`config.mk`:
```
export PLATFORM = sky130hd
export DESIGN_NAME = ibl_ctrl
export DESIGN_NICKNAME = d
export VERILOG_FILES = /design/src/ibl_pkg.sv /design/src/ibl_blink.sv /design/src/ibl_ctrl.sv /design/src/ibl_sync.sv
export SDC_FILE = /design/constraint.sdc
export NUM_CORES = 1
export LEC_CHECK = 0
export BUFFER_PORTS_ARGS = -buffer_cell sky130_fd_sc_hd__buf_2
export CORE_MARGIN = 3
export CORE_UTILIZATION = 65
export CTS_CLUSTER_SIZE = 25
export DETAILED_ROUTE_END_ITERATION = 6
export GPL_ROUTABILITY_DRIVEN = 0
export PLACE_DENSITY_LB_ADDON = 0.05
export SKIP_LAST_GASP = 1
export SYNTH_ARGS = -nofsm -noshare
export SYNTH_HDL_FRONTEND = slang
export SYNTH_HIERARCHICAL = 1
export SYNTH_SLANG_ARGS = --single-unit
```
`constraint.sdc`:
```
create_clock -name i_sys_clk -period 170.8 [get_ports i_sys_clk]
set_input_delay 34.16 -clock i_sys_clk [delete_from_list [all_inputs] [get_ports i_sys_clk]]
set_output_delay 34.16 -clock i_sys_clk [all_outputs]
set_load 0.02 [all_outputs]
```
`src/ibl_pkg.sv`:
```
// Package: constants and carrier types for the indicator button and LED controller
package ibl_pkg;
  // ----------------------------------------------------------------
  // Clock and times
  // ----------------------------------------------------------------
  localparam int unsigned CLK_HZ           = 10000000;
  localparam int unsigned HOLD_TIME_S      = 5;
  localparam int unsigned DEBOUNCE_TIME_MS = 20;
  localparam int unsigned SLOW_PERIOD_MS   = 2500;   // About 0.4 Hz
  localparam int unsigned FAST_PERIOD_MS   = 166;    // About 6 Hz, period rounded down
  localparam int unsigned PULSE_ON_MS      = 100;    // Short on time of the 1 Hz pulse
  localparam int unsigned ACK_HALF_MS      = 250;    // Half period of one acknowledge flash
  localparam int unsigned POWERUP_RED_MS   = 500;    // Brief red at power-up

  localparam int unsigned HOLD_CYC     = HOLD_TIME_S * CLK_HZ;
  localparam int unsigned DEBOUNCE_CYC = DEBOUNCE_TIME_MS * (CLK_HZ / 1000);
  localparam int unsigned SLOW_HALF_CYC = SLOW_PERIOD_MS * (CLK_HZ / 1000) / 2;
  localparam int unsigned FAST_HALF_CYC = FAST_PERIOD_MS * (CLK_HZ / 1000) / 2;
  localparam int unsigned PULSE_ON_CYC  = PULSE_ON_MS * (CLK_HZ / 1000);
  localparam int unsigned ACK_HALF_CYC  = ACK_HALF_MS * (CLK_HZ / 1000);
  localparam int unsigned POWERUP_RED_CYC = POWERUP_RED_MS * (CLK_HZ / 1000);

  localparam int unsigned ACK_FLASHES = 3;
  localparam int unsigned CNT_W       = 26;
  localparam int unsigned CN_W        = 8;
  // Quality toggle half period is CN_BASE_CYC / (cn + 1): faster for stronger signal
  localparam int unsigned CN_BASE_CYC = 2 * CLK_HZ;

  localparam logic [CNT_W-1:0] CNT_ZERO = 26'h0;

  // ----------------------------------------------------------------
  // Carriers
  // ----------------------------------------------------------------
  typedef struct packed {
    logic sig_detected;
    logic locking;
    logic decoded;
    logic utc_locked;
    logic fault;
    logic sync_valid;
    logic crc_fail;
  } ibl_rx_status_t;

  typedef struct packed {
    logic green;
    logic red;
  } ibl_leds_t;

  typedef enum logic {IBL_MODE_NORMAL, IBL_MODE_QUALITY} ibl_mode_t;
endpackage

```
`src/ibl_blink.sv`:
```
// Free-running square-wave generator with a variable half period
`timescale 1ns/100ps
`default_nettype none
module ibl_blink
  import ibl_pkg::*;
(
  input  wire logic             i_sys_clk,
  input  wire logic             i_rst_b,
  input  wire logic [CNT_W-1:0] i_half_cyc,
  output logic                  o_wave
);
  logic [CNT_W-1:0] cnt_r;
  logic [CNT_W-1:0] cnt_nxt;
  logic             wave_r;
  logic             wave_nxt;

  always_comb begin
    cnt_nxt  = cnt_r + 26'h1;
    wave_nxt = wave_r;
    if (cnt_r + 26'h1 >= i_half_cyc) begin
      cnt_nxt  = CNT_ZERO;
      wave_nxt = ~wave_r;
    end
  end

  always_ff @(posedge i_sys_clk) begin
    if (!i_rst_b) begin
      cnt_r  <= CNT_ZERO;
      wave_r <= 1'b0;
    end else begin
      cnt_r  <= cnt_nxt;
      wave_r <= wave_nxt;
    end
  end

  assign o_wave = wave_r;
endmodule
`default_nettype wire

```
`src/ibl_ctrl.sv`:
```
// Indicator controller: mode button, default restore and LED patterns
`timescale 1ns/100ps
`default_nettype none
module ibl_ctrl
  import ibl_pkg::*;
(
  input  wire logic            i_sys_clk,
  input  wire logic            i_rst_b,
  input  wire logic            i_button,
  input  wire ibl_rx_status_t  i_status,
  input  wire logic [CN_W-1:0] i_cn,
  input  wire logic            i_utc_tick,
  output logic                 o_restore_defaults,
  output logic                 o_keep_channel_sel,
  output logic                 o_keep_second_setting_a,
  output logic                 o_quality_mode,
  output ibl_leds_t            o_leds
);
  // ----------------------------------------------------------------
  // Shared decode
  // ----------------------------------------------------------------
  // True on the last cycle of a count that runs up from zero to lim
  function automatic logic cnt_done(input logic [CNT_W-1:0] cnt,
                                    input logic [CNT_W-1:0] lim);
    return (cnt + 26'h1) >= lim;
  endfunction

  // ----------------------------------------------------------------
  // Input synchronisation
  // ----------------------------------------------------------------
  ibl_rx_status_t st_s;
  logic           btn_s;
  logic           tick_s;
  logic [CN_W-1:0] cn_s;

  ibl_sync #(.W(9)) u_sync_lvl (
    .i_sys_clk (i_sys_clk),
    .i_rst_b   (i_rst_b),
    .i_async   ({i_button, i_utc_tick, i_status}),
    .o_sync    ({btn_s, tick_s, st_s})
  );

  // C/N word; torn samples are filtered by the capture stage below
  ibl_sync #(.W(CN_W)) u_sync_cn (
    .i_sys_clk (i_sys_clk),
    .i_rst_b   (i_rst_b),
    .i_async   (i_cn),
    .o_sync    (cn_s)
  );

  // Multi-bit estimate may be caught mid-change; a value is taken only
  // once two successive synchronised samples agree
  logic [CN_W-1:0] cn_prev_r, cn_prev_nxt;
  logic [CN_W-1:0] cn_r, cn_nxt;

  always_comb begin
    cn_prev_nxt = cn_s;
    cn_nxt      = cn_r;
    if (cn_s == cn_prev_r) begin
      cn_nxt = cn_s;
    end
  end

  always_ff @(posedge i_sys_clk) begin
    if (!i_rst_b) begin
      cn_prev_r <= '0;
      cn_r      <= '0;
    end else begin
      cn_prev_r <= cn_prev_nxt;
      cn_r      <= cn_nxt;
    end
  end

  // ----------------------------------------------------------------
  // Button debounce, press classification, mode
  // ----------------------------------------------------------------
  logic [CNT_W-1:0] deb_cnt_r, deb_cnt_nxt;
  logic             btn_r, btn_nxt;
  logic [CNT_W-1:0] hold_cnt_r, hold_cnt_nxt;
  logic             held_r, held_nxt;
  ibl_mode_t        mode_r, mode_nxt;
  logic             restore_r, restore_nxt;
  logic             tick_d_r, tick_d_nxt;

  always_comb begin
    deb_cnt_nxt  = deb_cnt_r;
    btn_nxt      = btn_r;
    hold_cnt_nxt = hold_cnt_r;
    held_nxt     = held_r;
    mode_nxt     = mode_r;
    restore_nxt  = 1'b0;
    tick_d_nxt   = tick_s;
    // Level must stay changed for the whole window before it is accepted
    if (btn_s == btn_r) begin
      deb_cnt_nxt = CNT_ZERO;
    end else if (cnt_done(deb_cnt_r, CNT_W'(DEBOUNCE_CYC))) begin
      deb_cnt_nxt = CNT_ZERO;
      btn_nxt     = btn_s;
    end else begin
      deb_cnt_nxt = deb_cnt_r + 26'h1;
    end
    if (btn_r) begin
      if (!held_r) begin
        if (cnt_done(hold_cnt_r, CNT_W'(HOLD_CYC))) begin
          held_nxt    = 1'b1;
          restore_nxt = 1'b1;
        end else begin
          hold_cnt_nxt = hold_cnt_r + 26'h1;
        end
      end
      if (!btn_nxt) begin
        // Release: a hold that restores, even on this very cycle, must not toggle
        if (!held_nxt) begin
          mode_nxt = (mode_r == IBL_MODE_NORMAL) ? IBL_MODE_QUALITY
                                                 : IBL_MODE_NORMAL;
        end
        hold_cnt_nxt = CNT_ZERO;
        held_nxt     = 1'b0;
      end
    end
  end

  always_ff @(posedge i_sys_clk) begin
    if (!i_rst_b) begin
      deb_cnt_r  <= CNT_ZERO;
      btn_r      <= 1'b0;
      hold_cnt_r <= CNT_ZERO;
      held_r     <= 1'b0;
      mode_r     <= IBL_MODE_NORMAL;
      restore_r  <= 1'b0;
      tick_d_r   <= 1'b0;
    end else begin
      deb_cnt_r  <= deb_cnt_nxt;
      btn_r      <= btn_nxt;
      hold_cnt_r <= hold_cnt_nxt;
      held_r     <= held_nxt;
      mode_r     <= mode_nxt;
      restore_r  <= restore_nxt;
      tick_d_r   <= tick_d_nxt;
    end
  end

  // ----------------------------------------------------------------
  // Independent rate sources
  // ----------------------------------------------------------------
  logic             slow_w, fast_w, qual_w;
  logic [CNT_W-1:0] qual_half;

  always_comb begin
    qual_half = CNT_W'(CN_BASE_CYC / (32'(cn_r) + 32'd1));
  end

  ibl_blink u_slow (
    .i_sys_clk  (i_sys_clk),
    .i_rst_b    (i_rst_b),
    .i_half_cyc (CNT_W'(SLOW_HALF_CYC)),
    .o_wave     (slow_w)
  );

  ibl_blink u_fast (
    .i_sys_clk  (i_sys_clk),
    .i_rst_b    (i_rst_b),
    .i_half_cyc (CNT_W'(FAST_HALF_CYC)),
    .o_wave     (fast_w)
  );

  ibl_blink u_qual (
    .i_sys_clk  (i_sys_clk),
    .i_rst_b    (i_rst_b),
    .i_half_cyc (qual_half),
    .o_wave     (qual_w)
  );

  // ----------------------------------------------------------------
  // UTC pulse, power-up red, acknowledge flashes
  // ----------------------------------------------------------------
  logic [CNT_W-1:0] pulse_cnt_r, pulse_cnt_nxt;
  logic [CNT_W-1:0] pwr_cnt_r, pwr_cnt_nxt;
  logic [CNT_W-1:0] ack_cnt_r, ack_cnt_nxt;
  logic [2:0]       ack_half_r, ack_half_nxt;

  always_comb begin
    pulse_cnt_nxt = (pulse_cnt_r != CNT_ZERO) ? pulse_cnt_r - 26'h1 : CNT_ZERO;
    if (tick_s && !tick_d_r) begin
      pulse_cnt_nxt = CNT_W'(PULSE_ON_CYC);
    end
    pwr_cnt_nxt = (pwr_cnt_r != CNT_ZERO) ? pwr_cnt_r - 26'h1 : CNT_ZERO;
    ack_cnt_nxt  = ack_cnt_r;
    ack_half_nxt = ack_half_r;
    if (ack_half_r != 3'h0) begin
      if (cnt_done(ack_cnt_r, CNT_W'(ACK_HALF_CYC))) begin
        ack_cnt_nxt  = CNT_ZERO;
        ack_half_nxt = ack_half_r - 3'h1;
      end else begin
        ack_cnt_nxt = ack_cnt_r + 26'h1;
      end
    end
    if (restore_r) begin
      ack_cnt_nxt  = CNT_ZERO;
      ack_half_nxt = 3'(2 * ACK_FLASHES);
    end
  end

  always_ff @(posedge i_sys_clk) begin
    if (!i_rst_b) begin
      pulse_cnt_r <= CNT_ZERO;
      pwr_cnt_r   <= CNT_W'(POWERUP_RED_CYC);
      ack_cnt_r   <= CNT_ZERO;
      ack_half_r  <= 3'h0;
    end else begin
      pulse_cnt_r <= pulse_cnt_nxt;
      pwr_cnt_r   <= pwr_cnt_nxt;
      ack_cnt_r   <= ack_cnt_nxt;
      ack_half_r  <= ack_half_nxt;
    end
  end

  // ----------------------------------------------------------------
  // LED selection
  // ----------------------------------------------------------------
  ibl_leds_t leds_r, leds_nxt;
  logic      rest_r, rest_nxt;

  always_comb begin
    leds_nxt = '0;
    rest_nxt = restore_r;
    if (ack_half_r != 3'h0) begin
      // Counting down from six, even halves are lit so the first flash starts at once
      leds_nxt.green = !ack_half_r[0];
      leds_nxt.red   = !ack_half_r[0];
    end else if (mode_r == IBL_MODE_NORMAL) begin
      if (!st_s.sig_detected) begin
        leds_nxt.green = 1'b1;
      end else if (st_s.utc_locked) begin
        leds_nxt.green = (pulse_cnt_r != CNT_ZERO);
      end else if (st_s.locking) begin
        leds_nxt.green = fast_w;
      end else begin
        leds_nxt.green = slow_w;
      end
      leds_nxt.red = (pwr_cnt_r != CNT_ZERO) || st_s.fault;
    end else begin
      if (!st_s.sig_detected) begin
        leds_nxt.green = 1'b0;
      end else if (!(st_s.locking || st_s.utc_locked)) begin
        leds_nxt.green = 1'b1;
      end else begin
        leds_nxt.green = qual_w;
      end
      leds_nxt.red = !st_s.sync_valid || st_s.crc_fail;
    end
  end

  always_ff @(posedge i_sys_clk) begin
    if (!i_rst_b) begin
      leds_r <= '0;
      rest_r <= 1'b0;
    end else begin
      leds_r <= leds_nxt;
      rest_r <= rest_nxt;
    end
  end

  // ----------------------------------------------------------------
  // Mode and preservation flags
  // ----------------------------------------------------------------
  // Preservation flags are flops that reset low and load 1 on every cycle after reset, so every output is registered
  logic keep_r, keep_nxt;
  logic qmode_r, qmode_nxt;

  always_comb begin
    keep_nxt  = 1'b1;
    qmode_nxt = (mode_nxt == IBL_MODE_QUALITY);
  end

  always_ff @(posedge i_sys_clk) begin
    if (!i_rst_b) begin
      keep_r  <= 1'b0;
      qmode_r <= 1'b0;
    end else begin
      keep_r  <= keep_nxt;
      qmode_r <= qmode_nxt;
    end
  end

  assign o_leds                  = leds_r;
  assign o_restore_defaults      = rest_r;
  assign o_keep_channel_sel      = keep_r;
  assign o_keep_second_setting_a = keep_r;
  assign o_quality_mode          = qmode_r;
endmodule
`default_nettype wire

```
`src/ibl_sync.sv`:
```
// Two-stage synchroniser for external level inputs
`timescale 1ns/100ps
`default_nettype none
module ibl_sync #(
  parameter int unsigned W = 1
) (
  input  wire logic         i_sys_clk,
  input  wire logic         i_rst_b,
  input  wire logic [W-1:0] i_async,
  output logic      [W-1:0] o_sync
);
  logic [W-1:0] meta_r;
  logic [W-1:0] meta_nxt;
  logic [W-1:0] sync_r;
  logic [W-1:0] sync_nxt;

  always_comb begin
    meta_nxt = i_async;
    sync_nxt = meta_r;
  end

  always_ff @(posedge i_sys_clk) begin
    if (!i_rst_b) begin
      meta_r <= '0;
      sync_r <= '0;
    end else begin
      meta_r <= meta_nxt;
      sync_r <= sync_nxt;
    end
  end

  assign o_sync = sync_r;
endmodule
`default_nettype wire

```
Word-level counts from Yosys, hierarchy flattened:

Cells that the tools add are included.

* register bits: 273
* input bits: 19
* output and inout port bits: 6
* logic and storage cells: 108

* add/sub/neg operators: 10
* divide/modulo/power cells: 1
* magnitude comparators: 6
* equal/unequal tests: 4
* multiplexer cells: 25
* bitwise logic cells: 8
* reduce and logical (&&, ||, !) cells: 24

Operators by type and width (number)
* $add 26x1->26 const B: 6
* $mux 26: 4
* $reduce_bool 26->1: 2
* $sub 26x1->26 const B: 2
* $mux 20: 2
* $div 25x32->32 const A: 1
* $ge 26x18->1 const B: 1
* $ge 26x20->1 const B: 1
* $ge 26x22->1 const B: 1
* $ge 26x24->1 const B: 1
* $ge 26x26->1: 1
* $ge 26x26->1 const B: 1
* $mux 23: 1
* $mux 1: 13
* $add 8x1->9 const B: 1
* $mux 3: 3
* $reduce_or 3->1: 3
* $eq 8x8->1: 1
* $not 1->1: 8
* $reduce_or 2->1: 4
* $reduce_and 2->1: 3
* $reduce_and 3->1: 2
* $mux 2: 2
* $ne 2x2->1 const B: 2
* 7 further kinds: 12

Logic depth before layout (Yosys ltp):

Gate-level depths: netlist (run 1).

* depth after elaboration: 7
* depth in mapped cells: 431

Cells and area by module:

The synthesis (run 1) kept the hierarchy.

Modules (own cells, without submodules)
* ibl_ctrl: times used 1, cells each 4602, area an instance 32109.5 um^2, sequential area each 3163.0 um^2
* ibl_blink: times used 3, cells each 215, area an instance 1875.5 um^2, sequential area each 540.5 um^2
* ibl_sync (u_sync_lvl): times used 1, cells each 37, area an instance 501.7 um^2, sequential area each 360.3 um^2
* ibl_sync (u_sync_cn): times used 1, cells each 33, area an instance 446.7 um^2, sequential area each 320.3 um^2

Least setup slack after synthesis (run 1):

OpenSTA, ideal clock, no wires.

* path kind: reg2reg
* start: register cn_r[0]
* end: register u_qual.cnt_r[18]
* arrival: 73883 ps
* setup slack: 96799 ps
* cell stages (with the launch flop): 412
* path through: dfxtp_1 ha_1 xnor2_1 nand3_1 nor3_1 ha_1 a21oi_1 nand4_1 a211oi_1 ha_1 o21ai_0 o21bai_1 and3_1 o31a_1 and2_1 ha_1 o211ai_1 a21boi_1 (+376 left out) o21ai_0 nand2b_1 a21oi_1 nor2b_1 o21ai_0 nand4_1 nor4_1 o41ai_1 a2111oi_0 nand4_1 ha_1 nand2b_1 a211oi_1 o31ai_1 a2111o_1 nand3_2 buf_2 nor2b_1

* word-level cells in the longest chain between the ends: 4

RTL lines
* start: declaration: RTL line ibl_ctrl.sv:54 `logic [CN_W-1:0] cn_r, cn_nxt;`
* start signal: assignment: RTL line ibl_ctrl.sv:70 `cn_r <= cn_nxt;`
* $add 8x1->9: RTL line ibl_ctrl.sv:150 `qual_half = CNT_W'(CN_BASE_CYC / (32'(cn_r) + 32'd1));`
* $div 25x32->32: RTL line ibl_ctrl.sv:150
* via qual_half[25]: RTL line ibl_ctrl.sv:147 `logic [CNT_W-1:0] qual_half;`
* $ge 26x26->1: RTL line ibl_blink.sv:20 `if (cnt_r + 26'h1 >= i_half_cyc) begin`
* $reduce_or 2->1 (no line)
* end signal: assignment: RTL line ibl_blink.sv:31 `cnt_r <= cnt_nxt;`
* end: declaration: RTL line ibl_blink.sv:12 `logic [CNT_W-1:0] cnt_r;`

The timed path passes the listed nets, and every way through them passes these cells.
A chain may end at the register's enable or synchronous reset.

Worst setup path in the final report (run 1):

* start: register cn_r[0]
* end: register u_qual.cnt_r[14]

The elaborated chain is that of the path after synthesis.

==> results.md, run 1 <==
* Die area at roughly 62000 um2
* Worst-margin pin slew at 1230 ps
* Worst setup path class: flop to flop
* Iteration-0 DRC Markers at between 3000 and 4000
* Drt via density at ~6.5
* Via count at 39577
* Unrepaired setup endpoints after global routing: false
* Yosys warns at 6
* Synth Instances at about 5300
* CP most frequent cell: a21oi_1
* Vias in the first global route at between 30000 and 40000
* First-pass GRT wire length at ~180000 um
* Cell area after layout at a little over 40000 um2
* Worst r2r src: cn_r[0]$_SDFFE_PN0N_
* Clk root buf: clkbuf_16
* Synth-to-layout area growth at 5.02%
* Hold WC Path Type: flop to flop
* CTS resizes at 0
* Later-pin clock latency in the skew report at 590 ps
* Die Wd at roughly 250 um
* Fmax at 11.2 MHz
* GRT Resource Usage Total at 0.326
* Reg2reg setup slack at 81420 ps
* Number of remaining DRC errors at 0
* DP Area at roughly 40000 um2
* Mapped Avg Cell Area at a little over 7 um2
* DRT Pass-1 Iters at 6
* Min-delay src: u_sync_lvl/meta_r[7]$_SDFF_PN0_
* Routed WL at 106000 um
* Number of buffers created by CTS at 30
* Ports at 25
* Critical path's largest stage delay at 860 ps
* Max Slew Vio Count at 0
* IO Port Bufs at 23
* GRT overflow at 0
* Endpoint, Worst Hold: u_sync_lvl/o_sync[7]$_SDFF_PN0_
* Starting Density at 0.663
* Die Span Y at roughly 250 um
* H-tree levels at 1
* Final hold violation count at 0
* Final Skew at 19.7 ps
* Row count at approximately 90
* Largest net degree at the start of global routing at 92
* Final setup fails at 0
* Routed Antenna Nets at 0
* CP Capture Type: flop
* Post-synthesis cell area at a little under 40000 um2
* Layout cells sized above 1 at 0.0775
* R2R depth at roughly 380
* Setup TNS at 0 ps
* Avg WL per Cell at between 15 and 20 um
* Max_slew headroom at 0.176
* Crit start category: flop
* Reg clk slew, reported paths at 60 ps
* Final Non-Filler Cells at between 6000 and 7000
* Critical-path top delay cell: ha_1
* Core ar. at 58200 um2
* Worst EP arrival at about 90000 ps
* Final min period at around 90000 ps
* CP bufs+invs at 23
* CTS Sinks at 271
* Post-CTS Hold Buffers at 0
* Initial antenna violation count at 0
* Setup Fix Bufs, Post-CTS at 0
* CP Data Required Time at about 170000 ps
* Placed insts at between 6000 and 7000
* CTS tree: done
* Worst-path maximum fanout at 59
* Max-cap check violation count at 0
* Post-layout nets at approximately 5600
* Hold depth at 1
* Fin crit share at 0.523
* Fill cells at about 5000
* Max Root-Sink Buffers at 3
* ANT cells at 0
* Status: finished, final reports clean
* Worst R2R End: u_qual/cnt_r[14]$_SDFF_PP0_
* Dpl hpwl at roughly 80000 um
* Crit-path leading delay family: compound AO/OA/AOI/OAI gates
-- worst max-delay path by stage --
stage                          from  cells after the start                           to  slack, ps
5_1_grt        cn_r[0]$_SDFFE_PN0N_                    382  u_qual/cnt_r[14]$_SDFF_PP0_      73850
3_5_place_dp   cn_r[0]$_SDFFE_PN0N_                    378  u_qual/cnt_r[14]$_SDFF_PP0_      83110
2_1_floorplan  cn_r[0]$_SDFFE_PN0N_                    411  u_qual/cnt_r[18]$_SDFF_PP0_      96800
4_1_cts        cn_r[0]$_SDFFE_PN0N_                    377  u_qual/cnt_r[14]$_SDFF_PP0_      82720
3_3_place_gp   cn_r[0]$_SDFFE_PN0N_                    376  u_qual/cnt_r[13]$_SDFF_PP0_      84060
6_report       cn_r[0]$_SDFFE_PN0N_                    378  u_qual/cnt_r[14]$_SDFF_PP0_      81420
-- area by class of cell --
type | instances | area (um2) | share of cell area
Clock inverter | 18 | 278 | 0.00685
Sequential cell | 271 | 5430 | 0.134
Tap cell | 765 | 957 | 0.0236
Multi-Input combinational cell | 4696 | 31800 | 0.784
Inverter | 238 | 896 | 0.0221
Timing Repair Buffer | 54 | 348 | 0.00857
Clock buffer | 38 | 841 | 0.0207
-- state kept, by name (all words and copies together) (netlist names), 2 cells and up --
signal             count
u_sync_lvl/meta_r      8
u_fast/cnt_r          26
cn_r                   8
ack_cnt_r             26
u_qual/cnt_r          26
u_sync_cn/meta_r       8
u_sync_cn/o_sync       8
cn_prev_r              8
u_sync_lvl/o_sync      8
u_slow/cnt_r          26
pwr_cnt_r             26
hold_cnt_r            26
deb_cnt_r             26
o_leds                 2
ack_half_r             3
pulse_cnt_r           26
-- routing by layer --
layer	track usage	part of all wire	vias to the layer above
met3	0.0288	0.063	247
met2	0.542	0.45	1389
li1	-	-	19696
met4	0.123	0.039	0
met1	0.440	0.45	18245
met5	0	0	-
-- cells in the final DEF, fill, tap and decap left out, drive strengths merged, types with 66 or more instances in the layout --
cell / instances
a21oi: 450
nand2: 420
a31oi: 66
dfxtp: 271
o21a: 72
xnor2: 276
and2: 106
xor2: 151
nand3: 170
nor2: 533
nand4: 118
and3: 68
a21o: 142
nor2b: 130
nor4: 72
nor3: 150
o21ai: 322
inv: 237
nand2b: 81
ha: 309
o21bai: 84
a211oi: 78
-- metrics by stage --
stage	hold slack, ps	setup WS [ps]	utilization
2_1_floorplan	421	96800	-
3_3_place_gp	427	84060	0.677
6_report	444	81420	0.697
4_1_cts	446	82720	0.697
3_5_place_dp	431	83110	0.677
5_1_grt	454	73850	0.697
-- worst register-to-register path: cells and delay by family (launching register included) --
family,cells,cell delay [ps]
and+or+nand+nor,134,32240
buffers and inverters,23,5940
DFF,1,780
muxes,5,1760
adders and majority gates,32,11180
xor gates and xnor gates,1,180
AOI/OAI and AO/OA,183,37180
Power of run 1 is left out: the tool's default activity adds up to more than one toggle a clock period on the data nets, which glitch-free logic cannot reach.
==> run 2: changes to the inputs <==
--- a/config.mk
+++ b/config.mk
@@ -7,7 +7,7 @@
 export LEC_CHECK = 0
 export BUFFER_PORTS_ARGS = -buffer_cell sky130_fd_sc_hd__buf_2
 export CORE_MARGIN = 3
-export CORE_UTILIZATION = 65
+export CORE_UTILIZATION = 60
 export CTS_CLUSTER_SIZE = 25
 export DETAILED_ROUTE_END_ITERATION = 6
 export GPL_ROUTABILITY_DRIVEN = 0
==> constraint.sdc (replaced) <==
create_clock -name i_sys_clk -period 73.6 [get_ports i_sys_clk]
set_input_delay 14.72 -clock i_sys_clk [delete_from_list [all_inputs] [get_ports i_sys_clk]]
set_output_delay 14.72 -clock i_sys_clk [all_outputs]
set_load 0.02 [all_outputs]
==> run 2 against run 1 <==
  * Worst hold slack barely moved
  * Die area rose by 8.1%
  * Final cell count rose by 4.1%
  * Sequential share of layout area fell by 0.59 points
  * Maximum frequency rose by 30%
  * Sequential cell count did not move
  * First-iteration DRC count rose by 1.8%
  * Core utilization fell by 2.7 points
  * Via count rose by 2.1%
  * Highest routed layer unchanged
  * Clock-buffer cell count did not move
  * Critical path type unchanged
==> results.md, run 2 (same netlist as run 1, synthesis figures left out) <==
* Multi-input gate area at 32300 um2 (+1.7%)
* Crit start category: flop
* Post-layout nets at 5792 (+3.1%)
* Avg WL per Cell at 17.8 um (+1.6%)
* Clk root buf: clkbuf_16
* Max Root-Sink Buffers at 3 (unchanged)
* Die Span Y at 260 um (+4.0%)
* Fill cells at 5641 (+11%)
* DP Area at 40400 um2 (+2.3%)
* Final Non-Filler Cells at 6330 (+4.1%)
* Via count at 40400 (+2.1%)
* Routed Antenna Nets at 0 (unchanged)
* Ports at 25 (unchanged)
* Gr busiest metal: met2
* Cell area after layout at 42500 um2 (+4.7%)
* CP Data Required Time at 74030 ps (-97210 ps)
* Worst-margin pin slew at 1180 ps (-49.1 ps)
* Worst-path maximum fanout at 51 (-14%)
* Fin crit share at 0.935 (+0.412)
* Crit-path leading delay family: compound AO/OA/AOI/OAI gates
* DRT Pass-1 Iters at 6 (unchanged)
* Later-pin clock latency in the skew report at 580 ps (about the same)
* Status: finished, final reports clean
* Fmax at 14.5 MHz (+30%)
* ANT cells at 0 (unchanged)
* Largest net degree at the start of global routing at 92 (unchanged)
* CP bufs+invs at 29 (+26%)
* First-pass GRT wire length at 181000 um (+2.1%)
* Reg clk slew, reported paths at 60 ps (about the same)
* Setup TNS at 0 ps (unchanged)
* Drt via density at 6.38 (-2.0%)
* Row count at 92 (+4.5%)
* Max_slew headroom at 0.211 (+0.0346)
* Iteration-0 DRC Markers at 3506 (+1.8%)
* M1 GR Usage at 0.433 (-0.00676)
* Die Wd at 260 um (+4.0%)
* Vias in the first global route at 36070 (-1.2%)
* CTS tree: done
* Layout cells sized above 1 at 0.124 (+0.0463)
* H-tree levels at 2 (+1)
* Most common cell after layout, fill and taps aside: nor2_1
* Critical-path top delay cell: or4_1
* Final hold violation count at 0 (unchanged)
* Number of remaining DRC errors at 0 (unchanged)
* GRT overflow at 0 (unchanged)
* Placed insts at 6209 (+3.1%)
* Critical path's largest stage delay at 760 ps (-100 ps)
* GRT Resource Usage Total at 0.317 (-0.00971)
* CTS Sinks at 271 (unchanged)
* Max Slew Vio Count at 0 (unchanged)
* Routed WL at 112000 um (+5.8%)
* Max-cap check violation count at 0 (unchanged)
* Met3 Track Usage GR at 0.0392 (+0.0105)
* Final setup fails at 0 (unchanged)
* Hold WC Path Type: flop to flop
* Commonest non-fill, non-tap cells in the layout: 518 x nor2_1, 417 x nand2_1, 416 x a21oi_1
* CP Capture Type: flop
* Worst EP arrival at 69250 ps (-20560 ps)
* Synth-to-layout area growth at 9.94%
* Worst setup path class: flop to flop
* Number of buffers created by CTS at 34 (+13%)
* Final min period at 68820 ps (-20560 ps)
* Register area at 5430 um2 (about the same)
* Post-CTS Hold Buffers at 0 (unchanged)
* GRT met2 Usage at 0.508 (-0.0331)
* Starting Density at 0.609 (-0.0542)
* IO Port Bufs at 23 (unchanged)
* Die area at 67500 um2 (+8.1%)
* Core ar. at 63400 um2 (+8.9%)
* Dpl hpwl at 84100 um (+5.6%)
* Initial antenna violation count at 1 (+1)
* Final Skew at 38.2 ps (+18.4 ps)
[run 2: cell types whose count changed in the layout (fill, tap and decap cells not counted), moves of 12 or more]
cell and change:
buf_4 +159, a21oi_1 -29, a21oi_2 +26, o21ai_0 -19, o21ai_1 +12
[run 2: per-stage QoR]
step                      setup slack (ps)  utilization  hold WS [ps]
final                                 4780        0.670           445
after global routing                  -393        0.670           459
after CTS                             46.5        0.654           445
after detailed placement              -633        0.636           432
after global placement               -47.5        0.636           428
after floorplan                        131            -           421
[run 2: repair_timing]
action / CTS / global route
cloned: 0 / 3
buffers inserted: 4 / 58
pin swaps: 2 / 59
endpoints found under the setup margin: 27 / 27
resized for setup: 7 / 149
[run 2: routing by layer]
layer	routed length, um	vias to the layer above
met5	0	-
met4	4360	0
met3	7510	242
met2	49400	1393
met1	51200	18733
li1	-	20032
[run 2: final cells by class]
cell class	instances	area share
clock inverters	18	0.00477
repair buffers	220	0.0387
well taps	846	0.0249
flip-flops and latches	271	0.128
clock buffers	38	0.0206
multi-input cells	4699	0.762
inverters	238	0.0214
[run 2: worst paths after layout]
check / from / slack, ps / end / cells past startpoint
setup / recovery: cn_r[0]$_SDFFE_PN0N_ / 4780 / u_qual/o_wave$_SDFFE_PN0P_ / 360
hold / removal: u_sync_lvl/meta_r[6]$_SDFF_PN0_ / 440 / u_sync_lvl/o_sync[6]$_SDFF_PN0_ / 1
setup reg to reg: cn_r[0]$_SDFFE_PN0N_ / 4780 / u_qual/o_wave$_SDFFE_PN0P_ / 360
hold reg to reg: u_sync_lvl/meta_r[6]$_SDFF_PN0_ / 440 / u_sync_lvl/o_sync[6]$_SDFF_PN0_ / 1
Power of run 2 is left out for the same reason.
